`config.mk`:
```
export PLATFORM = sky130hd
export DESIGN_NAME = lcdc_ctrl
export DESIGN_NICKNAME = d
export VERILOG_FILES = /design/src/inc/lcdc_pkg.sv /design/src/rtl/lcdc_ctrl.sv
export VERILOG_INCLUDE_DIRS = /design/src /design/src/inc
export SDC_FILE = /design/constraint.sdc
export NUM_CORES = 1
export LEC_CHECK = 0
export BUFFER_PORTS_ARGS = -buffer_cell sky130_fd_sc_hd__buf_2
export CAP_MARGIN = 10
export CORE_AREA = 2 2 266 268
export CTS_CLUSTER_SIZE = 10
export DETAILED_ROUTE_END_ITERATION = 6
export DIE_AREA = 0 0 268 270
export PLACE_DENSITY = 0.54
export SLEW_MARGIN = 15
export SYNTH_ARGS = -nofsm -noshare
export SYNTH_HDL_FRONTEND = slang
export SYNTH_SLANG_ARGS = --single-unit
```
`constraint.sdc`:
```
create_clock -name mclk -period 3.5 [get_ports mclk]
set_clock_uncertainty 0.2 [all_clocks]
set_input_delay 0.875 -clock mclk [delete_from_list [all_inputs] [get_ports mclk]]
set_output_delay 0.875 -clock mclk [all_outputs]
set_load 0.01 [all_outputs]
```
`src/inc/lcdc_cfg.svh`:
```
// constants for the serial display controller
`ifndef LCDC_CFG_SVH
`define LCDC_CFG_SVH
`define LCDC_ID_READ     3'h6
`define LCDC_ID_WRITE    3'h5
`define LCDC_ID_CMD      3'h4
`define LCDC_ID_BITS     4'h2
`define LCDC_ADDR_LAST   4'h5
`define LCDC_NIB_LAST    4'h3
`define LCDC_CMD_LAST    4'h8
`define LCDC_C_OSC_OFF   4'h0
`define LCDC_C_OSC_ON    4'h1
`define LCDC_C_DISP_OFF  4'h2
`define LCDC_C_DISP_ON   4'h3
`define LCDC_C_TB_OFF    4'h4
`define LCDC_C_DOG_OFF   4'h5
`define LCDC_C_TB_ON     4'h6
`define LCDC_C_DOG_ON    4'h7
`define LCDC_C_TONE_OFF  4'h8
`define LCDC_C_TB_CLR    4'hD
`define LCDC_C_DOG_CLR   4'hF
`define LCDC_G_BASIC     4'h0
`define LCDC_G_BEEP_HI   3'h2
`define LCDC_G_BEEP_LO   4'h6
`define LCDC_G_EVENT     3'h4
`define LCDC_G_RATE      3'h5
`define LCDC_G_MODE      4'hE
`define LCDC_M_TEST      4'h0
`define LCDC_M_NORMAL    4'h3
`define LCDC_RATE_RST    3'h7
`define LCDC_TB_TOP_BIT  4'hE
`define LCDC_BEEP_HI_BIT 4'h2
`define LCDC_BEEP_LO_BIT 4'h3
`define LCDC_DOG_LAST    2'h3
`define LCDC_FIFO_W      10
`define LCDC_FIFO_D      16
`endif

```
`src/inc/lcdc_pkg.sv`:
```
// types of the serial display controller
`default_nettype none
package lcdc_pkg;
    typedef enum logic [2:0] {ST_ID, ST_ADDR, ST_WR, ST_RD, ST_RMW, ST_CMD, ST_IGN} lcdc_mode_t;
    typedef struct packed {
        lcdc_mode_t      st;
        logic            rdm;
        logic [3:0]      bcnt;
        logic [8:0]      sh;
        logic [5:0]      addr;
        logic [63:0][3:0] ram;
        logic            wr_d;
        logic            rd_d;
        logic            dout;
        logic            doe_n;
        logic            pend_v;
        logic [5:0]      pend_a;
        logic [3:0]      pend_d;
        logic            osc;
        logic            disp;
        logic            tb_en;
        logic            dog_en;
        logic            irq_en;
        logic            tone_en;
        logic            tone_hi;
        logic [2:0]      rate;
        logic            test;
        logic [14:0]     cnt;
        logic            tb_prev;
        logic [1:0]      dog_stg;
        logic            dog_flag;
        logic            irq_n;
        logic            tone_p;
        logic            tone_n;
    } lcdc_state_t;
endpackage
`default_nettype wire

```
`src/rtl/lcdc_ctrl.sv`:
```
// serial command front end, display memory, timers and tone of the display controller
`include "lcdc_cfg.svh"
`default_nettype none

module lcdc_fifo #(
    parameter int W = 8,
    parameter int D = 16
) (
    // clock and reset
    input  wire logic         mclk,
    input  wire logic         resetn,
    // fill side
    input  wire logic         in_valid,
    output logic              in_ready,
    input  wire logic [W-1:0] in_data,
    // drain side
    output logic              out_valid,
    input  wire logic         out_ready,
    output logic [W-1:0]      out_data
);
    localparam int AW = $clog2(D);
    logic [W-1:0] mem [D];
    logic [AW:0]  wp;
    logic [AW:0]  rp;
    logic         push;
    logic         pop;

    assign in_ready  = (wp[AW-1:0] != rp[AW-1:0]) || (wp[AW] == rp[AW]);
    assign out_valid = (wp != rp);
    assign out_data  = mem[rp[AW-1:0]];
    assign push      = in_valid && in_ready;
    assign pop       = out_valid && out_ready;

    always_ff @(posedge mclk or negedge resetn)
    begin
        if (!resetn)
        begin
            wp <= '0;
            rp <= '0;
        end
        else
        begin
            if (push)
            begin
                wp <= wp + 1'b1;
            end
            if (pop)
            begin
                rp <= rp + 1'b1;
            end
        end
    end

    always_ff @(posedge mclk)
    begin
        if (push)
        begin
            mem[wp[AW-1:0]] <= in_data;
        end
    end
endmodule

module lcdc_ctrl (
    // clock and reset
    input  wire logic         mclk,
    input  wire logic         resetn,
    // host serial pins
    input  wire logic         cs_n,
    input  wire logic         wr_n,
    input  wire logic         rd_n,
    input  wire logic         data_i,
    output logic              data_o,
    output logic              data_oe_n,
    // system clock source
    input  wire logic         osc_tick,
    input  wire logic         ext_clk_sel,
    // display side
    output logic [255:0]      disp_ram,
    output logic              disp_on,
    output logic              osc_run,
    output logic              test_mode,
    // tone and interrupt
    output logic              tone_p,
    output logic              tone_n,
    output logic              irq_n
);
    import lcdc_pkg::*;

    function automatic lcdc_state_t rst_val();
        lcdc_state_t r;
        r         = '0;
        r.rate    = `LCDC_RATE_RST;
        r.wr_d    = 1'b1;
        r.rd_d    = 1'b1;
        r.doe_n   = 1'b1;
        r.irq_n   = 1'b1;
        r.tone_n  = 1'b1;
        return r;
    endfunction

    localparam lcdc_state_t ST_RST = rst_val();

    lcdc_state_t                 s;
    lcdc_state_t                 n;
    logic                        wr_rise;
    logic                        rd_fall;
    logic                        run;
    logic                        tb_lvl;
    logic                        drain_rdy;
    logic                        f_in_ready;
    logic                        f_out_valid;
    logic [`LCDC_FIFO_W-1:0]     f_out_data;

    // write words queue here; a read access owns the memory port that cycle
    assign drain_rdy = !rd_fall;

    lcdc_fifo #(
        .W (`LCDC_FIFO_W),
        .D (`LCDC_FIFO_D)
    ) u_fifo (
        .mclk      (mclk),
        .resetn    (resetn),
        .in_valid  (s.pend_v),
        .in_ready  (f_in_ready),
        .in_data   ({s.pend_a, s.pend_d}),
        .out_valid (f_out_valid),
        .out_ready (drain_rdy),
        .out_data  (f_out_data)
    );

    assign wr_rise = wr_n && !s.wr_d;
    assign rd_fall = !rd_n && s.rd_d;
    assign run     = s.osc || ext_clk_sel;
    assign tb_lvl  = s.cnt[4'(`LCDC_TB_TOP_BIT - {1'b0, s.rate})];

    always_comb
    begin
        logic [8:0] c;
        logic [3:0] nib;
        c   = '0;
        nib = '0;
        n   = s;
        n.wr_d = wr_n;
        n.rd_d = rd_n;
        if (f_out_valid && drain_rdy)
        begin
            n.ram[f_out_data[9:4]] = f_out_data[3:0];
        end
        if (s.pend_v && f_in_ready)
        begin
            n.pend_v = 1'b0;
        end
        // shared prescaler and time base chain
        if (osc_tick && run)
        begin
            n.cnt = s.cnt + 15'h0001;
        end
        if (s.st == ST_WR && !wr_n)
        begin
            n.doe_n = 1'b1;
        end
        if (cs_n)
        begin
            n.st    = ST_ID;
            n.bcnt  = '0;
            n.sh    = '0;
            n.doe_n = 1'b1;
        end
        else if (wr_rise)
        begin
            unique case (s.st)
                ST_ID:
                begin
                    n.sh   = {s.sh[7:0], data_i};
                    n.bcnt = s.bcnt + 4'h1;
                    if (s.bcnt == `LCDC_ID_BITS)
                    begin
                        n.bcnt = '0;
                        n.sh   = '0;
                        n.rdm  = ({s.sh[1:0], data_i} == `LCDC_ID_READ);
                        if ({s.sh[1:0], data_i} == `LCDC_ID_READ ||
                            {s.sh[1:0], data_i} == `LCDC_ID_WRITE)
                        begin
                            n.st = ST_ADDR;
                        end
                        else if ({s.sh[1:0], data_i} == `LCDC_ID_CMD)
                        begin
                            n.st = ST_CMD;
                        end
                        else
                        begin
                            n.st = ST_IGN;
                        end
                    end
                end
                ST_ADDR:
                begin
                    n.sh   = {s.sh[7:0], data_i};
                    n.bcnt = s.bcnt + 4'h1;
                    if (s.bcnt == `LCDC_ADDR_LAST)
                    begin
                        n.addr = {s.sh[4:0], data_i};
                        n.bcnt = '0;
                        n.st   = s.rdm ? ST_RD : ST_WR;
                    end
                end
                ST_WR:
                begin
                    n.sh[s.bcnt[1:0]] = data_i;
                    n.bcnt = s.bcnt + 4'h1;
                    if (s.bcnt == `LCDC_NIB_LAST)
                    begin
                        n.pend_v = 1'b1;
                        n.pend_a = s.addr;
                        n.pend_d = {data_i, s.sh[2:0]};
                        n.addr   = s.addr + 6'h01;
                        n.bcnt   = '0;
                    end
                end
                ST_CMD:
                begin
                    n.sh   = {s.sh[7:0], data_i};
                    n.bcnt = s.bcnt + 4'h1;
                    if (s.bcnt == `LCDC_CMD_LAST)
                    begin
                        c      = {s.sh[7:0], data_i};
                        n.bcnt = '0;
                    end
                end
                default:
                begin
                end
            endcase
        end
        else if (rd_fall)
        begin
            if (s.st == ST_RD || s.st == ST_RMW || (s.st == ST_WR && s.bcnt == 4'h0))
            begin
                nib     = s.ram[s.addr];
                n.dout  = nib[s.bcnt[1:0]];
                n.doe_n = 1'b0;
                n.bcnt  = s.bcnt + 4'h1;
                if (s.st == ST_WR)
                begin
                    n.st = ST_RMW;
                end
                if (s.bcnt == `LCDC_NIB_LAST)
                begin
                    n.bcnt = '0;
                    if (s.st == ST_RD)
                    begin
                        n.addr = s.addr + 6'h01;
                    end
                    else
                    begin
                        n.st = ST_WR;
                    end
                end
            end
        end
        // command execution; one flag per control, but a beep also writes tone_hi, watchdog clear also zeroes dog_stg, interrupt disable also clears dog_flag
        if (wr_rise && !cs_n && s.st == ST_CMD && s.bcnt == `LCDC_CMD_LAST)
        begin
            if (c[8:5] == `LCDC_G_BASIC)
            begin
                unique case (c[4:1])
                    `LCDC_C_OSC_OFF:  n.osc = ext_clk_sel ? s.osc : 1'b0;
                    `LCDC_C_OSC_ON:   n.osc = 1'b1;
                    `LCDC_C_DISP_OFF: n.disp = 1'b0;
                    `LCDC_C_DISP_ON:  n.disp = 1'b1;
                    `LCDC_C_TB_OFF:   n.tb_en = 1'b0;
                    `LCDC_C_TB_ON:    n.tb_en = 1'b1;
                    `LCDC_C_DOG_OFF:  n.dog_en = 1'b0;
                    `LCDC_C_DOG_ON:   n.dog_en = 1'b1;
                    `LCDC_C_TONE_OFF: n.tone_en = 1'b0;
                    `LCDC_C_TB_CLR:   n.cnt = '0;
                    `LCDC_C_DOG_CLR:
                    begin
                        n.dog_stg  = '0;
                        n.dog_flag = 1'b0;
                    end
                    default:
                    begin
                    end
                endcase
            end
            else if (c[8:6] == `LCDC_G_BEEP_HI)
            begin
                n.tone_en = 1'b1;
                n.tone_hi = 1'b1;
            end
            else if (c[8:5] == `LCDC_G_BEEP_LO)
            begin
                n.tone_en = 1'b1;
                n.tone_hi = 1'b0;
            end
            else if (c[8:6] == `LCDC_G_EVENT)
            begin
                n.irq_en = c[4];
                if (!c[4])
                begin
                    n.dog_flag = 1'b0;
                end
            end
            else if (c[8:6] == `LCDC_G_RATE && !c[4])
            begin
                n.rate = c[3:1];
            end
            else if (c[8:5] == `LCDC_G_MODE)
            begin
                if (c[4:1] == `LCDC_M_TEST)
                begin
                    n.test = 1'b1;
                end
                else if (c[4:1] == `LCDC_M_NORMAL)
                begin
                    n.test = 1'b0;
                end
            end
        end
        // watchdog: four periods of the selected rate; timeout beats a clear
        n.tb_prev = tb_lvl;
        if (tb_lvl && !s.tb_prev)
        begin
            n.dog_stg = s.dog_stg + 2'h1;
            if (s.dog_stg == `LCDC_DOG_LAST)
            begin
                n.dog_flag = 1'b1;
            end
        end
        n.tone_p = s.tone_en && run &&
                   (s.tone_hi ? s.cnt[`LCDC_BEEP_HI_BIT] : s.cnt[`LCDC_BEEP_LO_BIT]);
        n.tone_n = !n.tone_p;
        n.irq_n  = !(s.irq_en && ((s.tb_en && tb_lvl) || (s.dog_en && s.dog_flag)));
    end

    always_ff @(posedge mclk or negedge resetn)
    begin
        if (!resetn)
        begin
            s <= ST_RST;
        end
        else
        begin
            s <= n;
        end
    end

    assign data_o    = s.dout;
    assign data_oe_n = s.doe_n;
    assign disp_ram  = s.ram;
    assign disp_on   = s.disp;
    assign osc_run   = s.osc;
    assign test_mode = s.test;
    assign tone_p    = s.tone_p;
    assign tone_n    = s.tone_n;
    assign irq_n     = s.irq_n;
endmodule

`default_nettype wire

```
==> results of run 1 <==
==> sequential cells by signal, summed over array words and instances, names as in the netlist, 5 cells and up <==
name	flops
disp_ram	256
s	62
u_fifo.rp	5
u_fifo.mem	160
u_fifo.wp	5
==> synth_stat cells (9+ instances only) <==
cell type  instances  share of area
dfrtp_1          328           0.34
mux2_2           273           0.13
buf_4            259          0.080
edfxtp_1         160           0.20
mux4_2           100          0.093
nor2_1            97          0.015
nand2_1           96          0.015
clkbuf_1          65          0.010
mux2i_1           50          0.021
o21ai_0           32         0.0066
a21oi_1           27         0.0056
xor2_1            19         0.0069
nand3_1           18         0.0037
nor3_1            16         0.0033
buf_2             14         0.0029
ha_1              13         0.0067
inv_1             13         0.0020
nand4_1           13         0.0034
nand2b_1          12         0.0031
o22ai_1           12         0.0031
xnor2_1           10         0.0036
a31oi_1            9         0.0023
==> where the power goes <==
part | switching (W) | internal (W)
Sequential | 0.000772 | 0.00662
Combinational | 0.00301 | 0.00232
Clock | 0.00238 | 0.00318
==> kinds of logic (layout without fill, tap and decap cells) <==
kind of cell	Yosys count	in the layout	synth area share
muxes	423	423	0.241
AOI/OAI and AO/OA	137	137	0.0371
other	0	1	0
DFF	496	496	0.547
buffers and inverters	358	479	0.0969
xor gates and xnor gates	29	29	0.0105
and+or+nand+nor	306	306	0.0600
adders and majority gates	13	13	0.00673
==> final cells by class <==
class | count | area [sq um] | area share
timing repair buffer | 368 | 2270 | 0.0838
clock buffer | 90 | 1630 | 0.0603
inverter | 15 | 56.3 | 0.00208
clock inverter | 6 | 82.6 | 0.00305
tap | 940 | 1180 | 0.0434
sequential | 496 | 13200 | 0.488
antenna | 1 | 2.50 | 0.0000924
multi-input combinational | 908 | 8630 | 0.319
==> routing by layer <==
metal / global-route usage / part of all wire / vias to the layer above
li1: - / - / 6346
met1: 0.270 / 0.44 / 7876
met2: 0.320 / 0.48 / 469
met3: 0.0391 / 0.062 / 82
met4: 0.0459 / 0.021 / 0
met5: 0 / 0 / -
==> worst max path at each step <==
| stage | start | end | slack, ns | depth (start not counted) |
|---|---|---|---|---|
| 3_5_place_dp | u_fifo.rp[0]$_DFFE_PN0P_ | disp_ram[172]$_DFFE_PN0P_ | -0.15 | 8 |
| 6_report | u_fifo.rp[0]$_DFFE_PN0P_ | disp_ram[231]$_DFFE_PN0P_ | 0.10 | 8 |
| 2_1_floorplan | cs_n | s[11]$_DFF_PN0_ | 0.18 | 10 |
| 5_1_grt | u_fifo.rp[0]$_DFFE_PN0P_ | disp_ram[127]$_DFFE_PN0P_ | -0.05 | 7 |
| 3_3_place_gp | u_fifo.rp[0]$_DFFE_PN0P_ | disp_ram[175]$_DFFE_PN0P_ | -0.41 | 8 |
| 4_1_cts | u_fifo.rp[0]$_DFFE_PN0P_ | disp_ram[231]$_DFFE_PN0P_ | 0.08 | 8 |
==> cells in the final DEF (no fill, tap or decap), types with 6 or more instances in the layout <==
cell type    n
dfrtp_1    325
mux2_2     273
buf_2      270
edfxtp_1   160
mux4_2     100
nand2_1     96
nor2_1      89
buf_4       83
clkbuf_16   59
mux2i_1     50
o21ai_0     32
a21oi_1     27
clkbuf_1    27
xor2_1      19
nand3_1     18
nor3_1      15
buf_12      14
inv_1       13
nand4_1     13
ha_1        13
nand2b_1    12
o22ai_1     12
xnor2_1     10
nor2_2       9
a31oi_1      9
o221ai_1     8
nor2b_1      8
dfstp_2      8
nand3b_1     7
a211oi_1     7
and3_1       6
a22o_1       6
==> repair_timing <==
action / CTS / global route
setup endpoints to repair: 74 / 23
setup buffers: 4 / 0
gates resized for setup: 3 / 6
pin swaps: 2 / 1
==> stage by stage <==
step | util | TNS, ns | total power [W] | hold WS [ns]
2_1_floorplan | - | 0 | 0.0110 | 0.171
4_1_cts | 0.389 | 0 | 0.0185 | 0.00824
6_report | 0.389 | 0 | 0.0183 | 0.0235
3_5_place_dp | 0.364 | -4.92 | 0.0128 | 0.249
3_3_place_gp | 0.363 | -20.99 | 0.0127 | 0.244
5_1_grt | 0.389 | -0.257 | 0.0191 | 0.0335
==> metrics.md, run 1 <==
| Metric | Value |
|---|---|
| Final Wtd Congestion | 0.872 |
| Startpoint types | flip-flop |
| P_leak | 11.8 nW |
| Critical path data arrival time | 3.68 ns |
| Post-synth cell types | 63 |
| Tot GR Track Use | 0.196 |
| Area grow syn2layout | 12.1% |
| Via/cell ratio | 5.23 |
| Die width | 268 microns |
| CTS root buffer | clkbuf_16 |
| Final Worst Setup Slack | 0.104 ns |
| CP Max Fanout | 23 |
| Tmin final | 3.40 ns |
| Max incr delay on CP | 0.56 ns |
| Crit-path cells | buf_12, mux4_2, mux4_2, or2_2, nor2_2, buf_4, nand2_1, mux2_2 |
| Final hold vios | 0 |
| Fraction of registers with async set/reset | 0.677 |
| Total grt overflow | 0 |
| # fillers | 6,488 |
| Worst r2r dst | disp_ram[231]$_DFFE_PN0P_ |
| Layout Cells excl Fill | 2,824 |
| Buffers on Ports | 271 |
| Max-slew headroom | 0.459 |
| Core footprint | 69,500 sq um |
| Setup-failing EPs final | 0 |
| Hold Crit Class | in -> async |
| Top_reg_cell synth | dfrtp_1 |
| Reg-to-reg startpoint | u_fifo.rp[0]$_DFFE_PN0P_ |
| CP max stage cell | mux4_2 |
| FF-to-FF path depth | 8 |
| Row Count | 97 |
| Sequential area share after synthesis | 0.547 |
| CP bufs+invs | 2 |
| Synth Register Bits | 496 |
| Global-route wire length before repair | 106,000 microns |
| Status | complete, no violations |
| Synthesized area | 24,200 sq um |
| Drt drc | 0 |
| I/O pin count | 272 |
| RSZ-0062 raised after global routing | yes |
| Largest net degree at the start of global routing | 69 |
| Post-synth EDFFs | 160 |
| Nets@finish | 1,868 |
| Worst slack, placed | -0.152 ns |
| Post-Syn Nets | 1,783 |
| Die height | 270 microns |
| Avg Synthesized Cell Area | 13.7 sq um |
| CP top delay family | multiplexers |
| Worst skew pair latency | 0.64 ns |
| Vias in the first global route | 15,100 |
| DP HPWL | 50,500 microns |
| Total number of vias | 14,800 |
| Initial Util | 0.347 |
| CTS Buf Count | 58 |
| DR iter-0 viols | 1,223 |
| Crit path required time | 3.79 ns |
| Hold_buf cts | 0 |
| Final worst path period share | 0.970 |
| Placed Area | 25,300 sq um |
| Final-report max-slew violation count | 0 |
| Routed WL per cell | 25.3 microns |
| Routed WL | 71,400 microns |
| Die area | 72,400 sq um |
| H-tree lvl count | 2 |
| Cell count after synthesis | 1,762 |
| Antenna violations before repair | 1 |
| Worst-path clk slew | 0.06 ns |
| Top cell by count, worst path | mux4_2 |
| Cell count after placement | 2,723 |
| Synthesis Warnings | 0 |
| Post-route ant nets | 0 |
| Maximum clock path buffer count | 3 |
| Worst reg-to-reg setup slack | 0.10 ns |
| Pwr dens | 675 nW/um^2 |
| Crit Path Class | reg -> reg |
| Share of cells above drive strength 1 | 0.449 |
| Max Cap Viol | 0 |
| CTS tree | built |
| FMAX | 294 MHz |
| Slew @ Worst Pin | 0.809 ns |
| Drt pass-1 iters | 5 |
| Fin area | 27,100 sq um |
| Max rail drop VDD | 0.444 mV |
| CP Capture Type | flip-flop |
| Clk sink count | 496 |
No activity file was read; power rests on OpenSTA's default activity.
==> run 2, diff against run 1 <==
Settings changed: PLACE_DENSITY 0.54 to unset, PLACE_DENSITY_LB_ADDON set to 0.3.
==> metrics.md, run 2 (synthesis gave the netlist of run 1 again) <==
| Metric | Value |
|---|---|
| CTS tree | built (unchanged) |
| CTS Buf Count | 58 (unchanged) |
| DP HPWL | 50,100 microns (was 50,500 microns) |
| Drt pass-1 iters | 5 (unchanged) |
| Final setup TNS | 0 ns (unchanged) |
| Drt drc | 0 (unchanged) |
| CP Capture Type | flip-flop (unchanged) |
| Tot GR Track Use | 0.193 (was 0.196) |
| Die area | 72,400 sq um (unchanged) |
| Total number of vias | 15,000 (was 14,800) |
| Worst-path clk slew | 0.06 ns (about the same) |
| Final Wtd Congestion | 0.894 (was 0.872) |
| Via/cell ratio | 5.28 (was 5.23) |
| Hold Crit Class | in -> reg (was in -> async) |
| Fin area | 27,100 sq um (about the same) |
| CTS root buffer | clkbuf_16 (unchanged) |
| Slew @ Worst Pin | 0.785 ns (was 0.809 ns) |
| Worst slack, placed | -0.106 ns (was -0.152 ns) |
| Total grt overflow | 0 (unchanged) |
| Most frequent cells in the layout | 325 x dfrtp_1, 273 x mux2_2, 270 x buf_2, 160 x edfxtp_1, 100 x mux4_2 (unchanged) |
| Largest net degree at the start of global routing | 74 (was 69) |
| Worst skew pair latency | 0.64 ns (about the same) |
| Row Count | 97 (unchanged) |
| Tmin final | 3.40 ns (about the same) |
| Max incr delay on CP | 0.59 ns (was 0.56 ns) |
| Cell count after placement | 2,736 (was 2,723) |
| Area grow syn2layout | 12.3% (was 12.1%) |
| Layout Cells excl Fill | 2,839 (was 2,824) |
| Nets@finish | 1,878 (was 1,868) |
| Routed WL per cell | 24.7 microns (was 25.3 microns) |
| Flip-flop and latch area | 13,200 sq um (unchanged) |
| Final Worst Setup Slack | 0.105 ns (was 0.104 ns) |
| Fin util | 0.390 (was 0.389) |
| Crit path required time | 3.82 ns (was 3.79 ns) |
| Post-CTS Setup Inserts | 0 (was 4) |
| Die height | 270 microns (unchanged) |
| Max-slew headroom | 0.475 (was 0.459) |
| Post-route ant nets | 0 (unchanged) |
| Crit-path cells | buf_4, mux4_2, mux4_2, nand2b_1, or2_2, nor2_2, mux2_2 (was buf_12, mux4_2, mux4_2, or2_2, nor2_2, buf_4, nand2_1, mux2_2) |
| Final-report max-slew violation count | 0 (unchanged) |
| Initial Util | 0.347 (unchanged) |
| Antenna violations before repair | 3 (was 1) |
| Die width | 268 microns (unchanged) |
| Max rail drop VDD | 0.452 mV (was 0.444 mV) |
| CP Max Fanout | 9 (was 23) |
| Share of cells above drive strength 1 | 0.450 (was 0.449) |
| DR iter-0 viols | 1,118 (was 1,223) |
| FMAX | 295 MHz (was 294 MHz) |
| CP max stage cell | mux4_2 (unchanged) |
| Core footprint | 69,500 sq um (unchanged) |
| Final hold vios | 0 (unchanged) |
| H-tree lvl count | 2 (unchanged) |
| Crit Path Class | reg -> reg (unchanged) |
| Largest register FFs | 256 (unchanged) |
| Global-route wire length before repair | 104,000 microns (was 106,000 microns) |
| Max Cap Viol | 0 (unchanged) |
| Maximum clock path buffer count | 3 (unchanged) |
| Vias in the first global route | 15,200 (was 15,100) |
| Status | complete, no violations (unchanged) |
| Final worst path period share | 0.970 (about the same) |
| # fillers | 6,561 (was 6,488) |
| CP bufs+invs | 1 (was 2) |
| I/O pin count | 272 (unchanged) |
| P_leak | 11.8 nW (about the same) |
| CP top delay family | multiplexers (unchanged) |
| RSZ-0062 raised after global routing | yes (unchanged) |
| Antenna cells | 0 (was 1) |
| Routed WL | 70,200 microns (was 71,400 microns) |
| Pwr dens | 675 nW/um^2 (about the same) |
| Most common cell after layout, fill and taps aside | dfrtp_1 (unchanged) |
| Setup-failing EPs final | 0 (unchanged) |
| Multi-input logic area | 8630 sq um (about the same) |
| Buffers on Ports | 271 (unchanged) |
| Top cell by count, worst path | mux4_2 (unchanged) |
| Clk sink count | 496 (unchanged) |
| Startpoint types | flip-flop (unchanged) |
| Critical path data arrival time | 3.71 ns (was 3.68 ns) |
| Placed Area | 25,300 sq um (about the same) |
run 2: layout make-up:
class	instances	share of cell area
flip-flops and latches	496	0.488
multi-input cells	908	0.318
repair buffers	378	0.0848
clock buffers	95	0.0605
well taps	940	0.0434
clock inverters	7	0.00364
inverters	15	0.00208
run 2: through the flow:
step	power, W	hold WS [ns]
after floorplan	0.0110	0.171
after global placement	0.0127	0.263
after detailed placement	0.0128	0.265
after CTS	0.0184	0.128
after global routing	0.0191	0.139
final	0.0183	0.174
run 2: power breakdown:
group	internal (W)	switching (W)	total [W]	leakage [nW]
Clock	0.00319	0.00242	0.00561	0.829
Combinational	0.00231	0.00298	0.00529	5.22
Sequential	0.00662	0.000787	0.00741	5.79
run 2: layer usage:
metal  GRT usage  part of all wire
met2       0.308              0.47
met3      0.0385             0.065
met5           0           0.00013
met1       0.270              0.44
met4      0.0437             0.019
run 2: path summary, 6_finish.rpt:
check,start,end,slack (ns),cells after the start
worst min-delay path,wr_n,s[47]$_DFF_PN1_,0.17,1
min in group asynchronous,resetn,disp_ram[70]$_DFFE_PN0P_,0.56,2
worst max register to register,u_fifo.rp[0]$_DFFE_PN0P_,disp_ram[209]$_DFFE_PN0P_,0.10,7
worst min register to register,s[323]$_DFFE_PN0P_,s[323]$_DFFE_PN0P_,0.27,1
worst max-delay path,u_fifo.rp[0]$_DFFE_PN0P_,disp_ram[209]$_DFFE_PN0P_,0.10,7
max in group asynchronous,resetn,u_fifo.wp[1]$_DFFE_PN0P_,1.63,3
run 2: timing repair:
item,in CTS,in global routing
endpoints found under the setup margin,36,25
endpoints found under the hold margin,16,0
gates cloned,0,0
resized for setup,2,7
hold buffers,1,0
==> run 3, diff against run 2 <==
--- a/config.mk
+++ b/config.mk
@@ -14,2 +14,3 @@
 export DIE_AREA = 0 0 268 270
+export GPL_ROUTABILITY_DRIVEN = 0
 export PLACE_DENSITY_LB_ADDON = 0.3
==> constraint.sdc (replaced) <==
create_clock -name mclk -period 3.5 [get_ports mclk]
set_clock_uncertainty 0.2 [all_clocks]
set_input_delay 1.05 -clock mclk [delete_from_list [all_inputs] [get_ports mclk]]
set_output_delay 1.05 -clock mclk [all_outputs]
set_load 0.01 [all_outputs]
==> metrics.md, run 3 (synthesis gave the netlist of run 1 again) <==
| Metric | Value |
|---|---|
| Status | complete, no violations (unchanged) |
| RSZ-0062 raised after global routing | yes (unchanged) |
| Initial Util | 0.347 (unchanged) |
| I/O pin count | 272 (unchanged) |
| # fillers | 6,531 (was 6,561) |
| Tmin final | 3.41 ns (was 3.40 ns) |
| Routed WL per cell | 25.0 microns (was 24.7 microns) |
| DP HPWL | 50,700 microns (was 50,100 microns) |
| Drt pass-1 iters | 7 (was 5) |
| DR iter-0 viols | 1,188 (was 1,118) |
| FMAX | 293 MHz (was 295 MHz) |
| Crit-path cells | buf_12, mux4_2, mux4_2, or2_4, nor4_4, buf_4, buf_4, nand2_2, mux2_2 (was buf_4, mux4_2, mux4_2, nand2b_1, or2_2, nor2_2, mux2_2) |
| Largest register FFs | 256 (unchanged) |
| Max incr delay on CP | 0.56 ns (was 0.59 ns) |
| Maximum clock path buffer count | 3 (unchanged) |
| Share of cells above drive strength 1 | 0.456 (was 0.450) |
| Hold Crit Class | in -> async (was in -> reg) |
| Clock share of power | 0.310 (was 0.306) |
| Total number of vias | 14,900 (was 15,000) |
| Post-route ant nets | 0 (unchanged) |
| Antenna violations before repair | 2 (was 3) |
| Sequential power share | 0.399 (was 0.405) |
| Critical path data arrival time | 3.70 ns (was 3.71 ns) |
| Core footprint | 69,500 sq um (unchanged) |
| H-tree lvl count | 2 (unchanged) |
| Total grt overflow | 0 (unchanged) |
| Flip-flop and latch area | 13,200 sq um (unchanged) |
| Die width | 268 microns (unchanged) |
| Vias in the first global route | 15,300 (was 15,200) |
| Crit Path Class | reg -> reg (unchanged) |
| Multi-input logic area | 8650 sq um (was 8630 sq um) |
| Antenna cells | 0 (unchanged) |
| CTS root buffer | clkbuf_16 (unchanged) |
| Combinational cell fraction of total power | 0.291 (was 0.289) |
| Max Cap Viol | 0 (unchanged) |
| Fin util | 0.393 (was 0.390) |
| Startpoint types | flip-flop (unchanged) |
| CP Capture Type | flip-flop (unchanged) |
| Final-report max-slew violation count | 0 (unchanged) |
| Via/cell ratio | 5.24 (was 5.28) |
| Slew @ Worst Pin | 0.933 ns (was 0.785 ns) |
| P_leak | 11.9 nW (was 11.8 nW) |
| Setup-failing EPs final | 0 (unchanged) |
| Largest net degree at the start of global routing | 74 (unchanged) |
| Psw | 0.00623 W (was 0.00619 W) |
| CTS tree | built (unchanged) |
| Nets@finish | 1,886 (was 1,878) |
| Worst slack, placed | -0.271 ns (was -0.106 ns) |
| Worst hold slack | 0.195 ns (was 0.174 ns) |
| Most common cell after layout, fill and taps aside | dfrtp_1 (unchanged) |
| CTS Buf Count | 59 (was 58) |
| Most frequent cells in the layout | 325 x dfrtp_1, 273 x mux2_2, 270 x buf_2, 160 x edfxtp_1, 100 x mux4_2 (unchanged) |
| Pwr dens | 681 nW/um^2 (was 675 nW/um^2) |
| Drt drc | 0 (unchanged) |
| Buffers on Ports | 271 (unchanged) |
| Hold_buf cts | 0 (was 1) |
| Max rail drop VDD | 0.409 mV (was 0.452 mV) |
| Worst skew pair latency | 0.64 ns (about the same) |
| Global-route wire length before repair | 105,000 microns (was 104,000 microns) |
| Area grow syn2layout | 13.1% (was 12.3%) |
| Routed WL | 71,300 microns (was 70,200 microns) |
| Worst-path clk slew | 0.06 ns (about the same) |
| Net Sw Frac | 0.335 (was 0.338) |
| Final setup TNS | 0 ns (unchanged) |
| Final worst path period share | 0.975 (was 0.970) |
| Final hold vios | 0 (unchanged) |
| Max-slew headroom | 0.376 (was 0.475) |
| CP bufs+invs | 3 (was 1) |
| CP top delay family | multiplexers (unchanged) |
| Final Worst Setup Slack | 0.0875 ns (was 0.105 ns) |
| CP max stage cell | mux4_2 (unchanged) |
| Die height | 270 microns (unchanged) |
| Crit path required time | 3.79 ns (was 3.82 ns) |
| Row Count | 97 (unchanged) |
| Tot GR Track Use | 0.196 (was 0.193) |
| P_int | 0.0124 W (was 0.0121 W) |
| CP Max Fanout | 12 (was 9) |
| Clk sink count | 496 (unchanged) |
| Die area | 72,400 sq um (unchanged) |
==> run 3: changes by cell type in the layout (fill, tap and decap cells not counted), moves of 2 or more <==
cell,before,now
nand2_1,96,89
bufinv_16,0,2
buf_12,10,13
nor2_1,90,93
nor2_2,8,5
buf_4,95,99
nand2_2,0,7
==> run 3: power groups by stage <==
stage	sequential [W]	clock [W]	combinational, W
after floorplan	0.00707	0	0.00395
after global placement	0.00747	0	0.00525
after detailed placement	0.00751	0	0.00531
after CTS	0.00741	0.00590	0.00540
after global routing	0.00750	0.00613	0.00576
final	0.00742	0.00577	0.00542
==> run 3: layer usage <==
metal | vias to the layer above | global-route usage | wire length, microns
met5 | - | 0 | 0
met4 | 0 | 0.0634 | 2150
met3 | 105 | 0.0415 | 5230
met2 | 541 | 0.309 | 33100
met1 | 7887 | 0.270 | 30800
li1 | 6391 | - | -
==> run 3: final timing paths <==
| kind | startpoint | end | slack [ns] | cells after the start |
|---|---|---|---|---|
| max | u_fifo.rp[0]$_DFFE_PN0P_ | disp_ram[226]$_DFFE_PN0P_ | 0.09 | 9 |
| min | resetn | disp_ram[64]$_DFFE_PN0P_ | 0.20 | 1 |
| max reg2reg | u_fifo.rp[0]$_DFFE_PN0P_ | disp_ram[226]$_DFFE_PN0P_ | 0.09 | 9 |
| min reg2reg | s[28]$_DFFE_PN0P_ | irq_n$_DFF_PN1_ | 0.25 | 1 |
| max in group asynchronous | resetn | tone_n$_DFF_PN1_ | 2.11 | 2 |
| min in group mclk | s[28]$_DFFE_PN0P_ | irq_n$_DFF_PN1_ | 0.25 | 1 |
==> run 3: layout make-up <==
class / instances / area share
sequential: 496 / 0.484
multi-input combinational: 908 / 0.317
timing repair buffer: 385 / 0.0885
clock buffer: 95 / 0.0605
tap: 940 / 0.0431
clock inverter: 8 / 0.00522
inverter: 15 / 0.00206
==> run 3: per-stage QoR <==
step | instances | total power [W] | area, sq um
final | 2847 | 0.0186 | 27300
after global routing | 2847 | 0.0194 | 27300
after CTS | 2845 | 0.0187 | 27300
after detailed placement | 2740 | 0.0128 | 25400
after global placement | 2740 | 0.0127 | 25400
after floorplan | 1762 | 0.0110 | 24200
==> run 3: worst register-to-register path: stages (launching register included) <==
cell,delay (ns)
dfrtp_2,0.43
buf_12,0.19
mux4_2,0.56
mux4_2,0.56
or2_4,0.30
nor4_4,0.20
buf_4,0.20
buf_4,0.19
nand2_2,0.13
mux2_2,0.31
==> run 3: timing repair <==
| item | 4_1_cts | 5_1_grt |
|---|---|---|
| cloned | 1 | 0 |
| setup endpoints to repair | 49 | 79 |
| pin swaps | 1 | 0 |
| resized for setup | 5 | 13 |
| hold endpoints to repair | 0 | 0 |
| setup buffers | 1 | 2 |
